### src/hdl/rtsl_consts.vh
// Behaviour
// - Time-out counting starts only at first rising edge of master_clear_n.
// - Power-up holds reset for longer of 96 ms or 1024 oscillator periods.
// - Oscillator start-up timer runs in every mode at power-on, else only in crystal modes; sleep wake waits 1024.
// - Start-up timer used for power-on, sleep resets and wake; not running resets.
// - Every reset source loads program counter with 0000h.
// - Power-on, running master-clear, or clear-watchdog set both flags to 1.
// - Master-clear in sleep or interrupt wake: timeout 1, powerdown 0.
// - Watchdog reset while running: timeout 0, powerdown 1.
// - Watchdog reset during sleep clears both flags.
// - Watchdog reset during sleep branches to reset vector zero.
// - Every reset sets stack-available and global-interrupt-disable to 1.
// - Interrupt wake loads PC+1; stack-available set to 1, global-interrupt-disable taken from interrupt-disable state.
// - Interrupt wake runs next instruction, then vectors if interrupts enabled.
// - Start-up timer counts 1024 valid oscillator pulses after master-clear high or wake.
// - Power-on with master-clear high starts both timers together.
`ifndef RTSL_CONSTS_VH
`define RTSL_CONSTS_VH
`define RTSL_CLK_HZ 20000000
`define RTSL_PWRUP_MS 96
`define RTSL_PWRUP_CYC ((`RTSL_CLK_HZ / 1000) * `RTSL_PWRUP_MS)
`define RTSL_OSC_WAIT_PULSES 1024
`define RTSL_RESET_VECTOR 16'h0000
`define RTSL_PC_INC 16'h0001
`define RTSL_MODE_LOWXTAL 2'h0
`define RTSL_MODE_XTAL 2'h1
`define RTSL_MODE_EXTCLK 2'h2
`define RTSL_MODE_RESCAP 2'h3
`define RTSL_IRQ_BIT 0
`define RTSL_ADDR_STAT 4'h0
`define RTSL_ADDR_MASK 4'h1
`define RTSL_ADDR_CAUSE 4'h2
`define RTSL_ADDR_MODE 4'h3
`define RTSL_EVT_W 4
`define RTSL_CAUSE_POWERON 4'h1
`define RTSL_CAUSE_PIN 4'h2
`define RTSL_CAUSE_SLEEP 4'h4
`define RTSL_CAUSE_WDT 4'h8
`endif

### src/hdl/rtsl_counter.v
`timescale 1ns/1ps
`default_nettype none
module rtsl_counter #(
    parameter WIDTH = 24
) (
    input wire sys_clk,
    input wire clear,
    input wire start,
    input wire tick,
    input wire [WIDTH-1:0] target,
    output reg running,
    output reg done
);
reg [WIDTH-1:0] count_r;
always @(posedge sys_clk) begin
    if (clear) begin
        count_r <= {WIDTH{1'b0}};
        running <= 1'b0;
        done <= 1'b0;
    end else if (start) begin
        count_r <= {WIDTH{1'b0}};
        running <= 1'b1;
        done <= 1'b0;
    end else if (running && tick) begin
        if (count_r == target - {{(WIDTH-1){1'b0}}, 1'b1}) begin
            running <= 1'b0;
            done <= 1'b1;
        end
        count_r <= count_r + {{(WIDTH-1){1'b0}}, 1'b1};
    end
end
endmodule
`default_nettype wire

### src/hdl/rtsl_sequencer.v
`timescale 1ns/1ps
`default_nettype none
`include "rtsl_consts.vh"
module rtsl_sequencer #(
    parameter PWRUP_CYCLES = `RTSL_PWRUP_CYC,
    parameter OSC_WAIT_COUNT = `RTSL_OSC_WAIT_PULSES,
    parameter CNT_W = 24
) (
    input wire sys_clk,
    input wire rst,
    input wire master_clear_n,
    input wire osc_pulse,
    input wire osc_valid,
    input wire [1:0] osc_mode,
    input wire sleeping,
    input wire wdt_timeout,
    input wire wake_irq,
    input wire clear_watchdog_instr,
    input wire [15:0] pc_current,
    input wire global_int_disable_in,
    input wire [3:0] reg_addr,
    input wire [7:0] reg_wdata,
    input wire reg_wr,
    input wire reg_rd,
    output reg [7:0] reg_rdata,
    output reg core_reset,
    output reg pc_load,
    output reg [15:0] pc_value,
    output reg int_vector_req,
    output reg timeout_flag,
    output reg powerdown_flag,
    output reg global_int_disable,
    output reg stack_available_flag,
    output reg irq
);
////////////////////////////////////////////////////////////////////////
localparam ST_IDLE = 4'b0001;
localparam ST_WAIT_MC = 4'b0010;
localparam ST_TIMING = 4'b0100;
localparam ST_RUN = 4'b1000;
reg [3:0] state_r;
reg [3:0] state_nxt;
reg mcPrev_r;
reg wakeKind_r;
reg useOsc_r;
reg usePwr_r;
reg [`RTSL_EVT_W-1:0] stat_r;
reg [`RTSL_EVT_W-1:0] mask_r;
reg [`RTSL_EVT_W-1:0] cause_r;
reg oscStart;
reg pwrStart;
wire oscRun;
wire oscDone;
wire pwrRun;
wire pwrDone;
wire crystal = (osc_mode == `RTSL_MODE_XTAL) || (osc_mode == `RTSL_MODE_LOWXTAL);
wire mcRise = master_clear_n && !mcPrev_r;
wire mcLow = !master_clear_n;
wire wdtReset = wdt_timeout && state_r == ST_RUN;
wire wakeEvt = wake_irq && sleeping && state_r == ST_RUN && !wdtReset && !mcLow;
wire timersDone = (!useOsc_r || oscDone) && (!usePwr_r || pwrDone);
////////////////////////////////////////////////////////////////////////
// Oscillator pulses only counted once input amplitude is valid
rtsl_counter #(.WIDTH(CNT_W)) oscCnt (
    .sys_clk(sys_clk),
    .clear(rst || mcLow),
    .start(oscStart),
    .tick(osc_pulse && osc_valid),
    .target(OSC_WAIT_COUNT[CNT_W-1:0]),
    .running(oscRun),
    .done(oscDone)
);
rtsl_counter #(.WIDTH(CNT_W)) pwrCnt (
    .sys_clk(sys_clk),
    .clear(rst || mcLow),
    .start(pwrStart),
    .tick(1'b1),
    .target(PWRUP_CYCLES[CNT_W-1:0]),
    .running(pwrRun),
    .done(pwrDone)
);
////////////////////////////////////////////////////////////////////////
always @* begin
    state_nxt = state_r;
    oscStart = 1'b0;
    pwrStart = 1'b0;
    case (state_r)
        ST_IDLE: begin
            if (mcRise) begin
                state_nxt = ST_TIMING;
                oscStart = 1'b1;
                pwrStart = 1'b1;
            end else if (!mcLow) begin
                state_nxt = ST_WAIT_MC;
            end
        end
        ST_WAIT_MC: begin
            if (mcRise) begin
                state_nxt = ST_TIMING;
                oscStart = useOsc_r && crystal;
            end
        end
        ST_TIMING: begin
            if (mcLow) begin
                state_nxt = ST_WAIT_MC;
            end else if (timersDone && !oscRun && !pwrRun) begin
                state_nxt = ST_RUN;
            end
        end
        ST_RUN: begin
            if (mcLow) begin
                state_nxt = ST_WAIT_MC;
            end else if (wdtReset || wakeEvt) begin
                state_nxt = ST_TIMING;
                oscStart = sleeping && crystal;
            end
        end
        default: state_nxt = ST_IDLE;
    endcase
end
////////////////////////////////////////////////////////////////////////
always @(posedge sys_clk) begin
    if (rst) begin
        state_r <= ST_IDLE;
        // Low so a pin already high at power-on counts as the first rise
        mcPrev_r <= 1'b0;
        wakeKind_r <= 1'b0;
        useOsc_r <= 1'b1;
        usePwr_r <= 1'b1;
        core_reset <= 1'b1;
        pc_load <= 1'b0;
        pc_value <= `RTSL_RESET_VECTOR;
        int_vector_req <= 1'b0;
        timeout_flag <= 1'b1;
        powerdown_flag <= 1'b1;
        global_int_disable <= 1'b1;
        stack_available_flag <= 1'b1;
        cause_r <= `RTSL_CAUSE_POWERON;
    end else begin
        state_r <= state_nxt;
        mcPrev_r <= master_clear_n;
        pc_load <= 1'b0;
        int_vector_req <= 1'b0;
        if (state_r == ST_TIMING && state_nxt == ST_RUN) begin
            core_reset <= 1'b0;
            pc_load <= 1'b1;
            // Vector only after the instruction following sleep runs
            int_vector_req <= wakeKind_r && !global_int_disable;
        end
        if (state_r == ST_IDLE && state_nxt == ST_TIMING) begin
            useOsc_r <= crystal;
            usePwr_r <= 1'b1;
        end
        if (mcLow && state_r != ST_IDLE && state_r != ST_WAIT_MC) begin
            core_reset <= 1'b1;
            wakeKind_r <= 1'b0;
            usePwr_r <= 1'b0;
            useOsc_r <= sleeping;
            pc_value <= `RTSL_RESET_VECTOR;
            timeout_flag <= 1'b1;
            powerdown_flag <= !sleeping;
            global_int_disable <= 1'b1;
            stack_available_flag <= 1'b1;
            cause_r <= sleeping ? `RTSL_CAUSE_SLEEP : `RTSL_CAUSE_PIN;
        end else if (wdtReset) begin
            core_reset <= 1'b1;
            wakeKind_r <= 1'b0;
            usePwr_r <= 1'b0;
            useOsc_r <= sleeping && crystal;
            pc_value <= `RTSL_RESET_VECTOR;
            timeout_flag <= 1'b0;
            powerdown_flag <= !sleeping;
            global_int_disable <= 1'b1;
            stack_available_flag <= 1'b1;
            cause_r <= `RTSL_CAUSE_WDT;
        end else if (wakeEvt) begin
            // Core held only while the wake start-up delay runs
            core_reset <= 1'b1;
            wakeKind_r <= 1'b1;
            usePwr_r <= 1'b0;
            useOsc_r <= crystal;
            pc_value <= pc_current + `RTSL_PC_INC;
            timeout_flag <= 1'b1;
            powerdown_flag <= 1'b0;
            global_int_disable <= global_int_disable_in;
            stack_available_flag <= 1'b1;
            cause_r <= `RTSL_CAUSE_SLEEP;
        end else if (clear_watchdog_instr && state_r == ST_RUN) begin
            timeout_flag <= 1'b1;
            powerdown_flag <= 1'b1;
        end else if (state_r == ST_RUN) begin
            global_int_disable <= global_int_disable_in;
        end
    end
end
////////////////////////////////////////////////////////////////////////
// Sticky event bits, set beats software clear
wire [`RTSL_EVT_W-1:0] evtSet = {wdtReset, wakeEvt, mcLow && mcPrev_r,
    state_r == ST_TIMING && state_nxt == ST_RUN};
wire [`RTSL_EVT_W-1:0] clrBits = (reg_wr && reg_addr == `RTSL_ADDR_STAT) ?
    reg_wdata[`RTSL_EVT_W-1:0] : {`RTSL_EVT_W{1'b0}};
always @(posedge sys_clk) begin
    if (rst) begin
        stat_r <= {`RTSL_EVT_W{1'b0}};
        mask_r <= {`RTSL_EVT_W{1'b0}};
        reg_rdata <= 8'h00;
        irq <= 1'b0;
    end else begin
        stat_r <= (stat_r & ~clrBits) | evtSet;
        if (reg_wr && reg_addr == `RTSL_ADDR_MASK) begin
            mask_r <= reg_wdata[`RTSL_EVT_W-1:0];
        end
        irq <= |(stat_r & mask_r);
        reg_rdata <= 8'h00;
        if (reg_rd) begin
            case (reg_addr)
                `RTSL_ADDR_STAT: reg_rdata <= {4'h0, stat_r};
                `RTSL_ADDR_MASK: reg_rdata <= {4'h0, mask_r};
                `RTSL_ADDR_CAUSE: reg_rdata <= {4'h0, cause_r};
                `RTSL_ADDR_MODE: reg_rdata <= {2'h0, stack_available_flag, global_int_disable,
                    timeout_flag, powerdown_flag, osc_mode};
                default: reg_rdata <= 8'h00;
            endcase
        end
    end
end
endmodule
`default_nettype wire

### config.mk
export PLATFORM = sky130hd
export DESIGN_NAME = rtsl_sequencer
export DESIGN_NICKNAME = d
export VERILOG_FILES = /design/src/hdl/rtsl_counter.v /design/src/hdl/rtsl_sequencer.v
export VERILOG_INCLUDE_DIRS = /design/src /design/src/hdl
export SDC_FILE = /design/constraint.sdc
export NUM_CORES = 1
export LEC_CHECK = 0
export BUFFER_PORTS_ARGS = -buffer_cell sky130_fd_sc_hd__buf_2
export CAP_MARGIN = 10
export CORE_ASPECT_RATIO = 2
export CORE_MARGIN = 2
export CORE_UTILIZATION = 35
export CTS_BUF_LIST = sky130_fd_sc_hd__clkbuf_8
export DETAILED_ROUTE_END_ITERATION = 6
export PLACE_DENSITY = 0.66
export SYNTH_ARGS = -nofsm -noshare
export SYNTH_HDL_FRONTEND = slang
export SYNTH_SLANG_ARGS = --single-unit
### constraint.sdc
create_clock -name sys_clk -period 2.58 [get_ports sys_clk]
set_clock_uncertainty 0.1 [all_clocks]
set_input_delay 0 -clock sys_clk [delete_from_list [all_inputs] [get_ports sys_clk]]
set_output_delay 0 -clock sys_clk [all_outputs]
set_load 0.005 [all_outputs]
## Word level (Yosys, flattened, before mapping)

Index checks and enable logic that the tools add are counted.

- Bits in registers: 103
- Output and inout bits: 32
- Word-level logic and storage cells: 148

- $add $sub $neg: 3
- Equality and inequality tests: 15
- Mux-type cells: 44
- Bitwise gates (word level): 6
- Reductions and logical operators: 57

Operators with widths:

| operator | number |
|---|---|
| $add 24x1->24 const B | 2 |
| $mux 4 | 11 |
| $mux 1 | 29 |
| $eq 24x10->1 const B | 1 |
| $eq 24x21->1 const B | 1 |
| $pmux 6 s4 | 1 |
| $logic_and 1x1->1 | 22 |
| $add 16x1->16 const B | 1 |
| $pmux 4 s4 | 1 |
| $eq 4x2->1 const B | 3 |
| $reduce_or 2->1 | 5 |
| $logic_not 1->1 | 9 |
| $and 4x4->4 | 2 |
| $eq 4x1->1 const B | 2 |
| $eq 4x3->1 const B | 2 |
| $eq 4x4->1 const B | 2 |
| $reduce_and 2->1 | 4 |
| $reduce_bool 4->1 | 2 |
| $reduce_or 4->1 | 2 |
| $reduce_bool 2->1 | 3 |
| $reduce_bool 3->1 | 2 |
| $logic_or 1x1->1 | 5 |
| $logic_not 4->1 | 1 |
| $ne 4x1->1 const B | 1 |
| 10 further kinds | 11 |

## Depth between registers and ports, before layout

Gate-level depths: netlist of the first run.

- Depth after elaboration: 15
- Depth in mapped cells: 8
- Mapped depth without buffers: 6

## Hierarchy

Synthesis of the first run repeated with hierarchy kept, for this count alone.

- Cell total of the unflattened synthesis: 808
- Area, all modules: 6695.2 um^2

Modules (own cells, without submodules):

| module | instances | cells each | area an instance (um^2) |
|---|---|---|---|
| rtsl_counter | 2 | 265 | 2093.3 |
| rtsl_sequencer | 1 | 278 | 2508.7 |

## Worst setup path after synthesis of the first run

OpenSTA, ideal clock, no wires.

- Path type: register to register
- Start: reg state_r[2]
- End: reg oscCnt.count_r[16]
- Library setup time: 0.115 ns
- Data arrival time: 1.661 ns
- Required time: 2.365 ns
- Setup slack: 0.704 ns
- Stages on the path, launching flop included: 9
- Buffers on the path: 3
- Cells stage by stage: dfxtp_1 > buf_2 > nor4b_1 > nand3b_1 > nand2_1 > or2_2 > buf_2 > buf_4 > nor2_1

- Word-level cells in the longest chain between the ends: 10
- Elaborated cells on any way between the ends: 13
- Those cells by class: 3 x eq/ne; 3 x mux; 7 x reduce/logical

Ends and longest elaborated chain:

| what | line | text |
|---|---|---|
| start, declared | rtsl_sequencer.v:41 | `reg [3:0] state_r;` |
| start signal, assigned | rtsl_sequencer.v:140 | `state_r <= state_nxt;` |
| $eq 4x4->1 | rtsl_sequencer.v:59, rtsl_sequencer.v:60, rtsl_sequencer.v:87 |  |
| $logic_and 1x1->1 | rtsl_sequencer.v:59 | `wire wdtReset = wdt_timeout && state_r == ST_RUN;` |
| $logic_not 1->1 | rtsl_sequencer.v:60 | `wire wakeEvt = wake_irq && sleeping && state_r == ST_RUN && !wdtReset && !mcLow;` |
| $logic_and 1x1->1 (2 in a row) | rtsl_sequencer.v:60 |  |
| $logic_or 1x1->1 | rtsl_sequencer.v:113 | `end else if (wdtReset \|\| wakeEvt) begin` |
| $mux 1 | rtsl_sequencer.v:113 |  |
| $mux 1 | rtsl_sequencer.v:111 | `if (mcLow) begin` |
| $pmux 1 s3 * | rtsl_sequencer.v:87 | `case (state_r)` |
| $reduce_or 2->1 (no source line) * | - |  |
| end signal, assigned | rtsl_counter.v:17 | `count_r <= {WIDTH{1'b0}};` |
| end signal, assigned | rtsl_counter.v:21 | `count_r <= {WIDTH{1'b0}};` |
| end signal, assigned | rtsl_counter.v:29 | `count_r <= count_r + {{(WIDTH-1){1'b0}}, 1'b1};` |
| end, declared | rtsl_counter.v:14 | `reg [WIDTH-1:0] count_r;` |

Mark *: on every way between the ends. The rest lies on a longest branch, timed or not.
A chain may end at the register's enable or synchronous reset.

## Worst setup path in the final report of the first run

- Start: in reg_addr[1]
- End: reg mask_r[0]

- Word-level cells in the longest chain between the ends: 2

Ends and longest elaborated chain:

| what | line | text |
|---|---|---|
| start, declared | rtsl_sequencer.v:21 | `input wire [3:0] reg_addr,` |
| $eq 4x1->1 | - |  |
| $logic_and 1x1->1 (no source line) | - |  |
| end signal, assigned | rtsl_sequencer.v:205 | `` mask_r <= {`RTSL_EVT_W{1'b0}}; `` |
| end signal, assigned | rtsl_sequencer.v:211 | `` mask_r <= reg_wdata[`RTSL_EVT_W-1:0]; `` |
| end, declared | rtsl_sequencer.v:48 | `` reg [`RTSL_EVT_W-1:0] mask_r; `` |

Every way passes these cells.

==> flow_summary.yaml, run 1 <==
detailed_routing:
  routedWlPerCell_um: 14.5
  drc: 0
  ant_nets: 0
  viasPerCell: 5.24
  first_pass_iters: 4
  routed_wl_um: 11600
  vias: 4209
  drt_iter0_markers: 132
synth:
  synth-edff-count: 0
  syn_inst: 535
  synthArstFlopShare: 0
  ys.flop_type: "dfxtp_1"
  synth_top_area_share: 0.437
  synth_area_leader_cell: "dfxtp_1"
  ys_top_cells_by_area: "dfxtp_1 (44%), nor2_1 (7.2%), xor2_1 (6.8%), xnor2_1 (4.7%), nand4_1 (3.9%)"
  ys_seq_area_frac: 0.437
  yosys_register_bits: 101
  syn_area_um2: 4630
  postSynthAreaPerCell_um2: 8.66
  yosys_warnings: 0
  synth_common_cells: "dfxtp_1 (101), nor2_1 (89), nand2_1 (38)"
  synth_most_common_cell: "dfxtp_1"
  synth.distinct_cells: 49
global_routing:
  grt_overflow: 0
  grt_pass1_wl_um: 20000
  antenna_found_initial: 0
  grt_usage: 0.171
  grt_max_degree: 26
  grt_pass1_vias: 4452
clocking:
  clk_pin_slew_ns: 0.11
  clk-insertion-delay-late_ns: 0.37
  post-cts-setup-buffers: 0
  cts.sinks: 101
  cts_resized: 0
  clockRootBuffer: "clkbuf_8"
  htreeDepth: 3
  cts-buffers-inserted: 9
  hold_buffers: 51
  cts_tree: "built"
  clock_path_buffers: 2
place:
  place_congestion: 0.835
  hpwlAfterDp_um: 8400
  portBuffers: 66
critical_path:
  cp_top_family: "buffers and inverters"
  worst-path-stages: 8
  path_max_fanout: 7
  cp.arrival_ns: 2.63
  crit_required_ns: 2.81
  endpoint: "mask_r[0]$_SDFFE_PP0P_"
  critPathLaunch: "reg_addr[1]"
  end_kind: "register"
  cpMaxStageDelayCell: "dlygate4sd3_1"
  critPathBufInv: 5
  ff2ff_setup_slack_ns: 0.29
  cp_slowest_stage_delay_ns: 0.57
  cp-start-kind: "input pin"
  cpMostUsedCell: "dlygate4sd3_1"
  r2r_cells: 5
  reg2reg_to: "state_r[3]$_SDFF_PP0_"
  crit_chain: "dlygate4sd3_1, buf_2, nor4b_1, buf_4, nand3_1, dlygate4sd3_1, a21oi_1, dlygate4sd3_1"
  worstSetupPathType: "in -> reg"
  timing.rr.start: "state_r[1]$_SDFF_PP0_"
sta:
  tns_ns: 0
  slew_violations: 0
  setup_viol: 0
  whs_ns: 0.0611
  rsz0062_at_grt: "false"
  fmax_mhz: 417
  period_needed_ns: 2.40
  tightestPinTransition_ns: 0.743
  timing_hold_violations_final: 0
  layout_worst_path_cycle_share: 0.929
  slew_headroom: 0.492
pwr:
  power.share.combinational: 0.087
  power_frac_seq: 0.569
  cellInternalPower_uw: 2070
  clkPwrFrac: 0.344
  switching_power_uw: 736
  p_sw_frac: 0.262
  max-vdd-ir-drop_mv: 0.287
  power.density_nw_per_um2: 485
  leakage_uw: 0.00211
floorplan:
  core_um2: 13000
  io_pins: 74
  rows: 59
  die_w_um: 85.3
  start_util: 0.357
  dieArea_um2: 14200
  die_height_um: 167
run:
  cap_violations: 0
final_layout:
  drive_gt1_frac: 0.156
  nets: 692
  area_growth_pct: 25.0
  antenna_cells: 0
status:
  run_status: "completed"
min_path:
  hold_start: "reg_addr[0]"
  hold_path_class: "in -> reg"
-- power by group through the flow --
stage	sequential, uW	combinational (uW)	clock (uW)
after detailed placement	1630	190	0
after CTS	1600	239	999
after global placement	1630	185	0
final	1600	243	967
after floorplan	1620	134	0
after global routing	1600	266	1060
-- registers in the layout (all words and copies together) (netlist names), 4 cells and up --
name,flops
pc_value,16
pwrCnt.count_r,24
cause_r,4
state_r,4
reg_rdata,6
oscCnt.count_r,24
mask_r,4
stat_r,4
-- worst min-delay path by stage --
stage | to | slack (ns) | depth (start not counted)
after global routing | reg_rdata[4]$_SDFF_PP0_ | 0.06 | 4
after CTS | reg_rdata[2]$_SDFF_PP0_ | 0.04 | 3
after global placement | pc_value[0]$_SDFFE_PP0P_ | 0.13 | 2
after floorplan | pc_value[0]$_SDFFE_PP0P_ | -0.004 | 1
after detailed placement | pc_value[0]$_SDFFE_PP0P_ | 0.14 | 2
final | stat_r[2]$_SDFF_PP0_ | 0.06 | 4
-- final cells by class --
| cell class | count | area, um2 |
|---|---|---|
| sequential | 101 | 2020 |
| fill | 1259 | 7200 |
| tap | 152 | 190 |
| clock buffer | 9 | 124 |
| multi-input combinational | 396 | 2430 |
| inverter | 15 | 56.3 |
| clock inverter | 7 | 70.1 |
| timing repair buffer | 124 | 893 |
-- metal layers --
metal,GRT usage,vias up,part of all wire
met1,0.167,2000,0.37
li1,-,2090,-
met3,0.0362,22,0.035
met2,0.330,97,0.57
met5,0,-,0
met4,0.0759,0,0.026
-- worst register-to-register path: stages, from the launching register on --
cell and delay, ns:
dfxtp_1 0.45, nor4b_4 0.47, nand2_1 0.15, or3_1 0.35, dlygate4sd3_1 0.57, a21oi_1 0.13
-- layout by cell type, fill, tap and decap left out, types with 4 or more instances in the layout --
cell type      netlist  final
buf_2                7     66
nor2b_1             10     10
o21ai_0              8      8
a21oi_1             24     24
nor2_1              89     89
and3_1               7      7
xor2_1              36     36
a211oi_1            11     11
inv_1               15     15
dfxtp_1            101    101
and2_1               5      5
nand2b_1             6      6
nand3_1             23     23
nor4b_1              5      5
mux4_2               4      4
dlygate4sd3_1        0     51
nor3_1              12     12
o2bb2ai_1            6      6
xnor2_1             25     25
nand4_1             29     29
nand2_1             38     38
buf_4                5      7
clkbuf_8             0      9
nor4_1               9      9
-- through the flow --
| step | worst slack [ns] | cell area, um2 | util | std cells | power (uW) |
|---|---|---|---|---|---|
| finish | 0.183 | 5790 | 0.445 | 804 | 2810 |
| global route | 0.0825 | 5790 | 0.445 | 804 | 2930 |
| CTS | 0.264 | 5790 | 0.445 | 804 | 2840 |
| detailed placement | 0.350 | 5080 | 0.391 | 737 | 1820 |
| global placement | 0.430 | 5080 | 0.391 | 737 | 1820 |
| floorplan | 0.704 | 4640 | - | 536 | 1750 |
-- cells by family after synthesis --
group / Yosys count / share of synthesized area
compound gates: 65 / 0.0897
xor+xnor: 61 / 0.115
fa+ha+maj: 3 / 0.00810
buf+inv: 39 / 0.0392
flops: 101 / 0.437
mux: 7 / 0.0259
other cells: 2 / 0.00162
simple gates: 257 / 0.284
No activity file was read; power rests on OpenSTA's default activity.
==> run 2: changes to the inputs <==
--- a/config.mk
+++ b/config.mk
@@ -10,10 +10,10 @@
 export CAP_MARGIN = 10
 export CORE_ASPECT_RATIO = 2
 export CORE_MARGIN = 2
-export CORE_UTILIZATION = 35
+export CORE_UTILIZATION = 59
 export CTS_BUF_LIST = sky130_fd_sc_hd__clkbuf_8
 export DETAILED_ROUTE_END_ITERATION = 6
-export PLACE_DENSITY = 0.66
+export PLACE_DENSITY = 0.95
 export SYNTH_ARGS = -nofsm -noshare
 export SYNTH_HDL_FRONTEND = slang
 export SYNTH_SLANG_ARGS = --single-unit
==> flow_summary.yaml, run 2 (synthesized netlist as in run 1, its figures left out) <==
clocking:
  clock_path_buffers: 2
  clk_pin_slew_ns: 0.10
  cts_tree: "built"
  htreeDepth: 3
  clockRootBuffer: "clkbuf_8"
  cts.sinks: 101
  cts-buffers-inserted: 9
  post-cts-setup-buffers: 0
  clk-insertion-delay-late_ns: 0.38
floorplan:
  dieArea_um2: 8620
  core_um2: 7600
  start_util: 0.609
  die_height_um: 129
  io_pins: 74
  die_w_um: 66.7
  rows: 45
detailed_routing:
  drt_iter0_markers: 345
  wl_met1_um: 4620
  top_layer_used: "met4"
  vias: 4617
  routed_wl_um: 13900
  drc: 0
  route.met2.wl_um: 7300
  routedWlPerCell_um: 18.6
  ant_nets: 0
  viasPerCell: 6.19
  dr_wl_met3_um: 899
  first_pass_iters: 5
final_layout:
  reg.largest.list: "oscCnt.count_r (24), pwrCnt.count_r (24), pc_value (16)"
  area_growth_pct: 22.9
  n_fill_cell: 465
  antenna_cells: 0
  layout_common_cells: "dfxtp_1 (101), nor2_1 (89), buf_2 (65)"
  fin_cells: 746
  nets: 692
  drive_gt1_frac: 0.156
  mostFrequentLayoutCell: "dfxtp_1"
critical_path:
  cp.arrival_ns: 2.63
  path_max_fanout: 7
  crit_required_ns: 2.81
  cp-start-kind: "input pin"
  cp_slowest_stage_delay_ns: 0.59
  cpMaxStageDelayCell: "dlygate4sd3_1"
  worstSetupPathType: "in -> reg"
  critPathBufInv: 5
  end_kind: "register"
  cp_top_family: "buffers and inverters"
  cpMostUsedCell: "dlygate4sd3_1"
  crit_chain: "dlygate4sd3_1, buf_2, nor4b_2, buf_4, nand3_1, dlygate4sd3_1, a21oi_1, dlygate4sd3_1"
sta:
  setup_viol: 0
  rsz0062_at_grt: "false"
  whs_ns: -0.0210
  tightestPinTransition_ns: 0.927
  post-route-worst-setup-slack_ns: 0.177
  tns_ns: 0
  slew_violations: 0
  period_needed_ns: 2.40
  layout_worst_path_cycle_share: 0.931
  fmax_mhz: 416
  slew_headroom: 0.366
  timing_hold_violations_final: 4
place:
  place_congestion: 0.865
  dp.cells: 680
  hpwlAfterDp_um: 8040
  place_ws_ns: 0.404
  portBuffers: 66
pwr:
  power.share.combinational: 0.094
  cellInternalPower_uw: 2040
  clkPwrFrac: 0.330
  leakage_uw: 0.00212
  switching_power_uw: 728
  power.density_nw_per_um2: 487
  finalPower_uw: 2770
  max-vdd-ir-drop_mv: 0.441
  p_sw_frac: 0.263
  power_frac_seq: 0.576
global_routing:
  grt_max_degree: 26
  grt_pass1_wl_um: 22000
  grt_overflow: 0
  antenna_found_initial: 0
  grt_pass1_vias: 4772
  grt_usage: 0.337
status:
  violations: "negative hold slack"
  run_status: "finished with violations"
run:
  cap_violations: 0
min_path:
  hold_path_class: "in -> reg"
-- run 2: repair_timing --
item                       CTS  global route
hold buffers                51             0
resized for setup            0             2
hold endpoints to repair    41             0
setup endpoints to repair    0             2
-- run 2: power by group through the flow --
stage,clock network (uW),logic (uW),registers [uW]
floorplan,0,134,1620
global placement,0,181,1630
detailed placement,0,188,1630
CTS,885,237,1600
global route,950,276,1600
finish,914,261,1600
-- run 2: final timing paths --
path / from / endpoint / slack (ns) / cells past startpoint
worst min register to register: core_reset$_SDFFE_PP1P_ / core_reset$_SDFFE_PP1P_ / 0.36 / 2
worst max-delay path: reg_addr[1] / mask_r[1]$_SDFFE_PP0P_ / 0.18 / 8
worst min-delay path: reg_rd / reg_rdata[3]$_SDFF_PP0_ / -0.02 / 3
worst max register to register: state_r[1]$_SDFF_PP0_ / pc_value[0]$_SDFFE_PP0P_ / 0.19 / 5
-- run 2: tightest hold or removal path, cell delays in order --
cell     delay [ns]
buf_2          0.09
or4b_2         0.27
nor2b_1        0.06
-- run 2: cell type report --
cell class	count	area, um2	area share
sequential	101	2020	0.355
multi-input combinational	396	2440	0.428
inverter	15	56.3	0.00989
clock buffer	9	124	0.0218
clock inverter	7	42.5	0.00747
timing repair buffer	124	893	0.157
tap	94	118	0.0207
-- run 2: metal layers --
metal	global-route usage	vias up
li1	-	2075
met2	0.608	296
met5	0	-
met3	0.0729	98
met1	0.320	2148
met4	0.247	0
-- run 2: stage by stage --
stage           util  cell area, um2  hold WS, ns
2_1_floorplan      -            4640     -0.00437
3_3_place_gp   0.660            5020        0.115
3_5_place_dp   0.660            5020        0.124
4_1_cts        0.749            5700     0.000114
5_1_grt        0.749            5690       0.0196
6_report       0.749            5690      -0.0210
==> run 3: changes to the inputs <==
--- a/config.mk
+++ b/config.mk
@@ -8,12 +8,15 @@
 export LEC_CHECK = 0
 export BUFFER_PORTS_ARGS = -buffer_cell sky130_fd_sc_hd__buf_2
 export CAP_MARGIN = 10
+export CELL_PAD_IN_SITES_DETAIL_PLACEMENT = 2
+export CELL_PAD_IN_SITES_GLOBAL_PLACEMENT = 2
 export CORE_ASPECT_RATIO = 2
 export CORE_MARGIN = 2
-export CORE_UTILIZATION = 59
+export CORE_UTILIZATION = 35
 export CTS_BUF_LIST = sky130_fd_sc_hd__clkbuf_8
 export DETAILED_ROUTE_END_ITERATION = 6
-export PLACE_DENSITY = 0.95
+export MAX_ROUTING_LAYER = met4
+export PLACE_DENSITY = 0.94
 export SYNTH_ARGS = -nofsm -noshare
 export SYNTH_HDL_FRONTEND = slang
 export SYNTH_SLANG_ARGS = --single-unit
==> flow_summary.yaml, run 3 (synthesized netlist as in run 1, its figures left out) <==
status:
  run_status: "completed"
sta:
  setup_viol: 0
  layout_worst_path_cycle_share: 0.982
  fmax_mhz: 395
  rsz0062_at_grt: "false"
  slew_headroom: 0.556
  tns_ns: 0
  period_needed_ns: 2.53
  tightestPinTransition_ns: 0.664
  timing_hold_violations_final: 0
  slew_violations: 0
floorplan:
  io_pins: 74
  die_height_um: 167
  core_um2: 13000
  dieArea_um2: 14200
  start_util: 0.357
  rows: 59
  die_w_um: 85.3
place:
  hpwlAfterDp_um: 11700
  dpl_cell_area_um2: 5110
  portBuffers: 66
  place_congestion: 0.824
final_layout:
  drive_gt1_frac: 0.170
  design_area_um2: 5870
  layout_common_cells: "dfxtp_1 (101), nor2_1 (89), buf_2 (66)"
  fin_util: 0.452
  reg.largest.list: "oscCnt.count_r (24), pwrCnt.count_r (24), pc_value (16)"
  area_growth_pct: 26.7
  mostFrequentLayoutCell: "dfxtp_1"
  n_fill_cell: 1391
  nets: 693
detailed_routing:
  routedWlPerCell_um: 24.0
  ant_nets: 0
  routed_wl_um: 19400
  viasPerCell: 5.63
  vias: 4562
  first_pass_iters: 4
  drc: 0
  drt_iter0_markers: 285
critical_path:
  crit_chain: "dlygate4sd3_1, buf_2, nor4b_2, buf_4, nand3_1, dlygate4sd3_1, a21oi_2, dlygate4sd3_1"
  worst-path-stages: 8
  end_kind: "register"
  cp_slowest_stage_delay_ns: 0.59
  cpMostUsedCell: "dlygate4sd3_1"
  worstSetupPathType: "in -> reg"
  cp_top_family: "buffers and inverters"
  cp.arrival_ns: 2.77
  path_max_fanout: 7
  cp-start-kind: "input pin"
  crit_required_ns: 2.82
  critPathBufInv: 5
  r2r_cells: 6
  cpMaxStageDelayCell: "dlygate4sd3_1"
pwr:
  power.share.combinational: 0.090
  leakage_uw: 0.00215
  max-vdd-ir-drop_mv: 0.325
  switching_power_uw: 795
  p_sw_frac: 0.253
  finalPower_uw: 3140
  power_frac_seq: 0.509
  clkPwrFrac: 0.400
  cellInternalPower_uw: 2350
  power.density_nw_per_um2: 536
global_routing:
  grt_max_degree: 26
  grt_usage: 0.284
  grt_pass1_vias: 5271
  grt_overflow: 0
  grt_pass1_wl_um: 29900
  antenna_found_initial: 4
clocking:
  htreeDepth: 3
  cts_tree: "built"
  clockRootBuffer: "clkbuf_8"
  clock_path_buffers: 2
  cts-buffers-inserted: 9
  clk-insertion-delay-late_ns: 0.39
  cts.sinks: 101
  clk_pin_slew_ns: 0.11
min_path:
  hold_path_class: "in -> reg"
  hold_depth: 3
run:
  cap_violations: 0
## run 3: cell types whose count changed in the layout (fill, tap and decap cells not counted), moves of 2 or more
cell	previous run	this run
buf_4	8	12
bufinv_16	0	3
diode_2	0	5
dlygate4sd3_1	50	47
inv_1	17	15
## run 3: power groups by stage
stage / clock network [uW] / registers, uW / logic (uW)
3_5_place_dp: 0 / 1630 / 210
3_3_place_gp: 0 / 1630 / 195
6_report: 1260 / 1600 / 284
2_1_floorplan: 0 / 1620 / 134
4_1_cts: 1260 / 1600 / 259
5_1_grt: 1330 / 1600 / 299
## run 3: final cells by class
class,count,area [um2],area share
timing repair buffer,125,891,0.152
clock inverter,7,120,0.0205
clock buffer,9,124,0.0211
sequential,101,2020,0.345
inverter,15,56.3,0.00960
tap,152,190,0.0324
multi-input combinational,396,2450,0.418
antenna,5,12.5,0.00213
## run 3: worst paths after layout
kind,start,end,slack (ns)
setup reg to reg,state_r[2]$_SDFF_PP0_,cause_r[2]$_SDFFE_PP0N_,0.16
setup / recovery,reg_addr[1],mask_r[2]$_SDFFE_PP0P_,0.05
hold reg to reg,core_reset$_SDFFE_PP1P_,core_reset$_SDFFE_PP1P_,0.35
hold / removal,osc_mode[1],reg_rdata[1]$_SDFF_PP0_,0.02
## run 3: metal layers
layer  share of wire  vias up  track usage  routed length [um]
met1            0.32     2266        0.255                6260
met2            0.58      143        0.540               11300
met5               0        -            -                   0
met3           0.029       69       0.0391                 570
li1                -     2084            -                   -
met4           0.065        0        0.166                1260
## run 3: stage by stage
step / setup slack [ns] / hold WS [ns] / instances
3_3_place_gp: 0.375 / 0.116 / 741
4_1_cts: 0.132 / 0.0178 / 804
5_1_grt: 0.000804 / 0.0302 / 810
3_5_place_dp: 0.229 / 0.141 / 741
2_1_floorplan: 0.704 / -0.00437 / 536
6_report: 0.0455 / 0.0188 / 810
## run 3: timing repair
| item | 4_1_cts | 5_1_grt |
|---|---|---|
| endpoints found under the setup margin | 0 | 8 |
| resized for setup | 0 | 4 |
| buffers inserted | 0 | 1 |
| endpoints found under the hold margin | 38 | 0 |
| hold buffers | 47 | 0 |
## run 3: worst register-to-register path: cells and delay by family (launching register included)
family	cells	cell delay [ns]
DFF	1	0.47
buffers and inverters	2	0.80
and+or+nand+nor	2	0.71
AOI/OAI and AO/OA	2	0.29
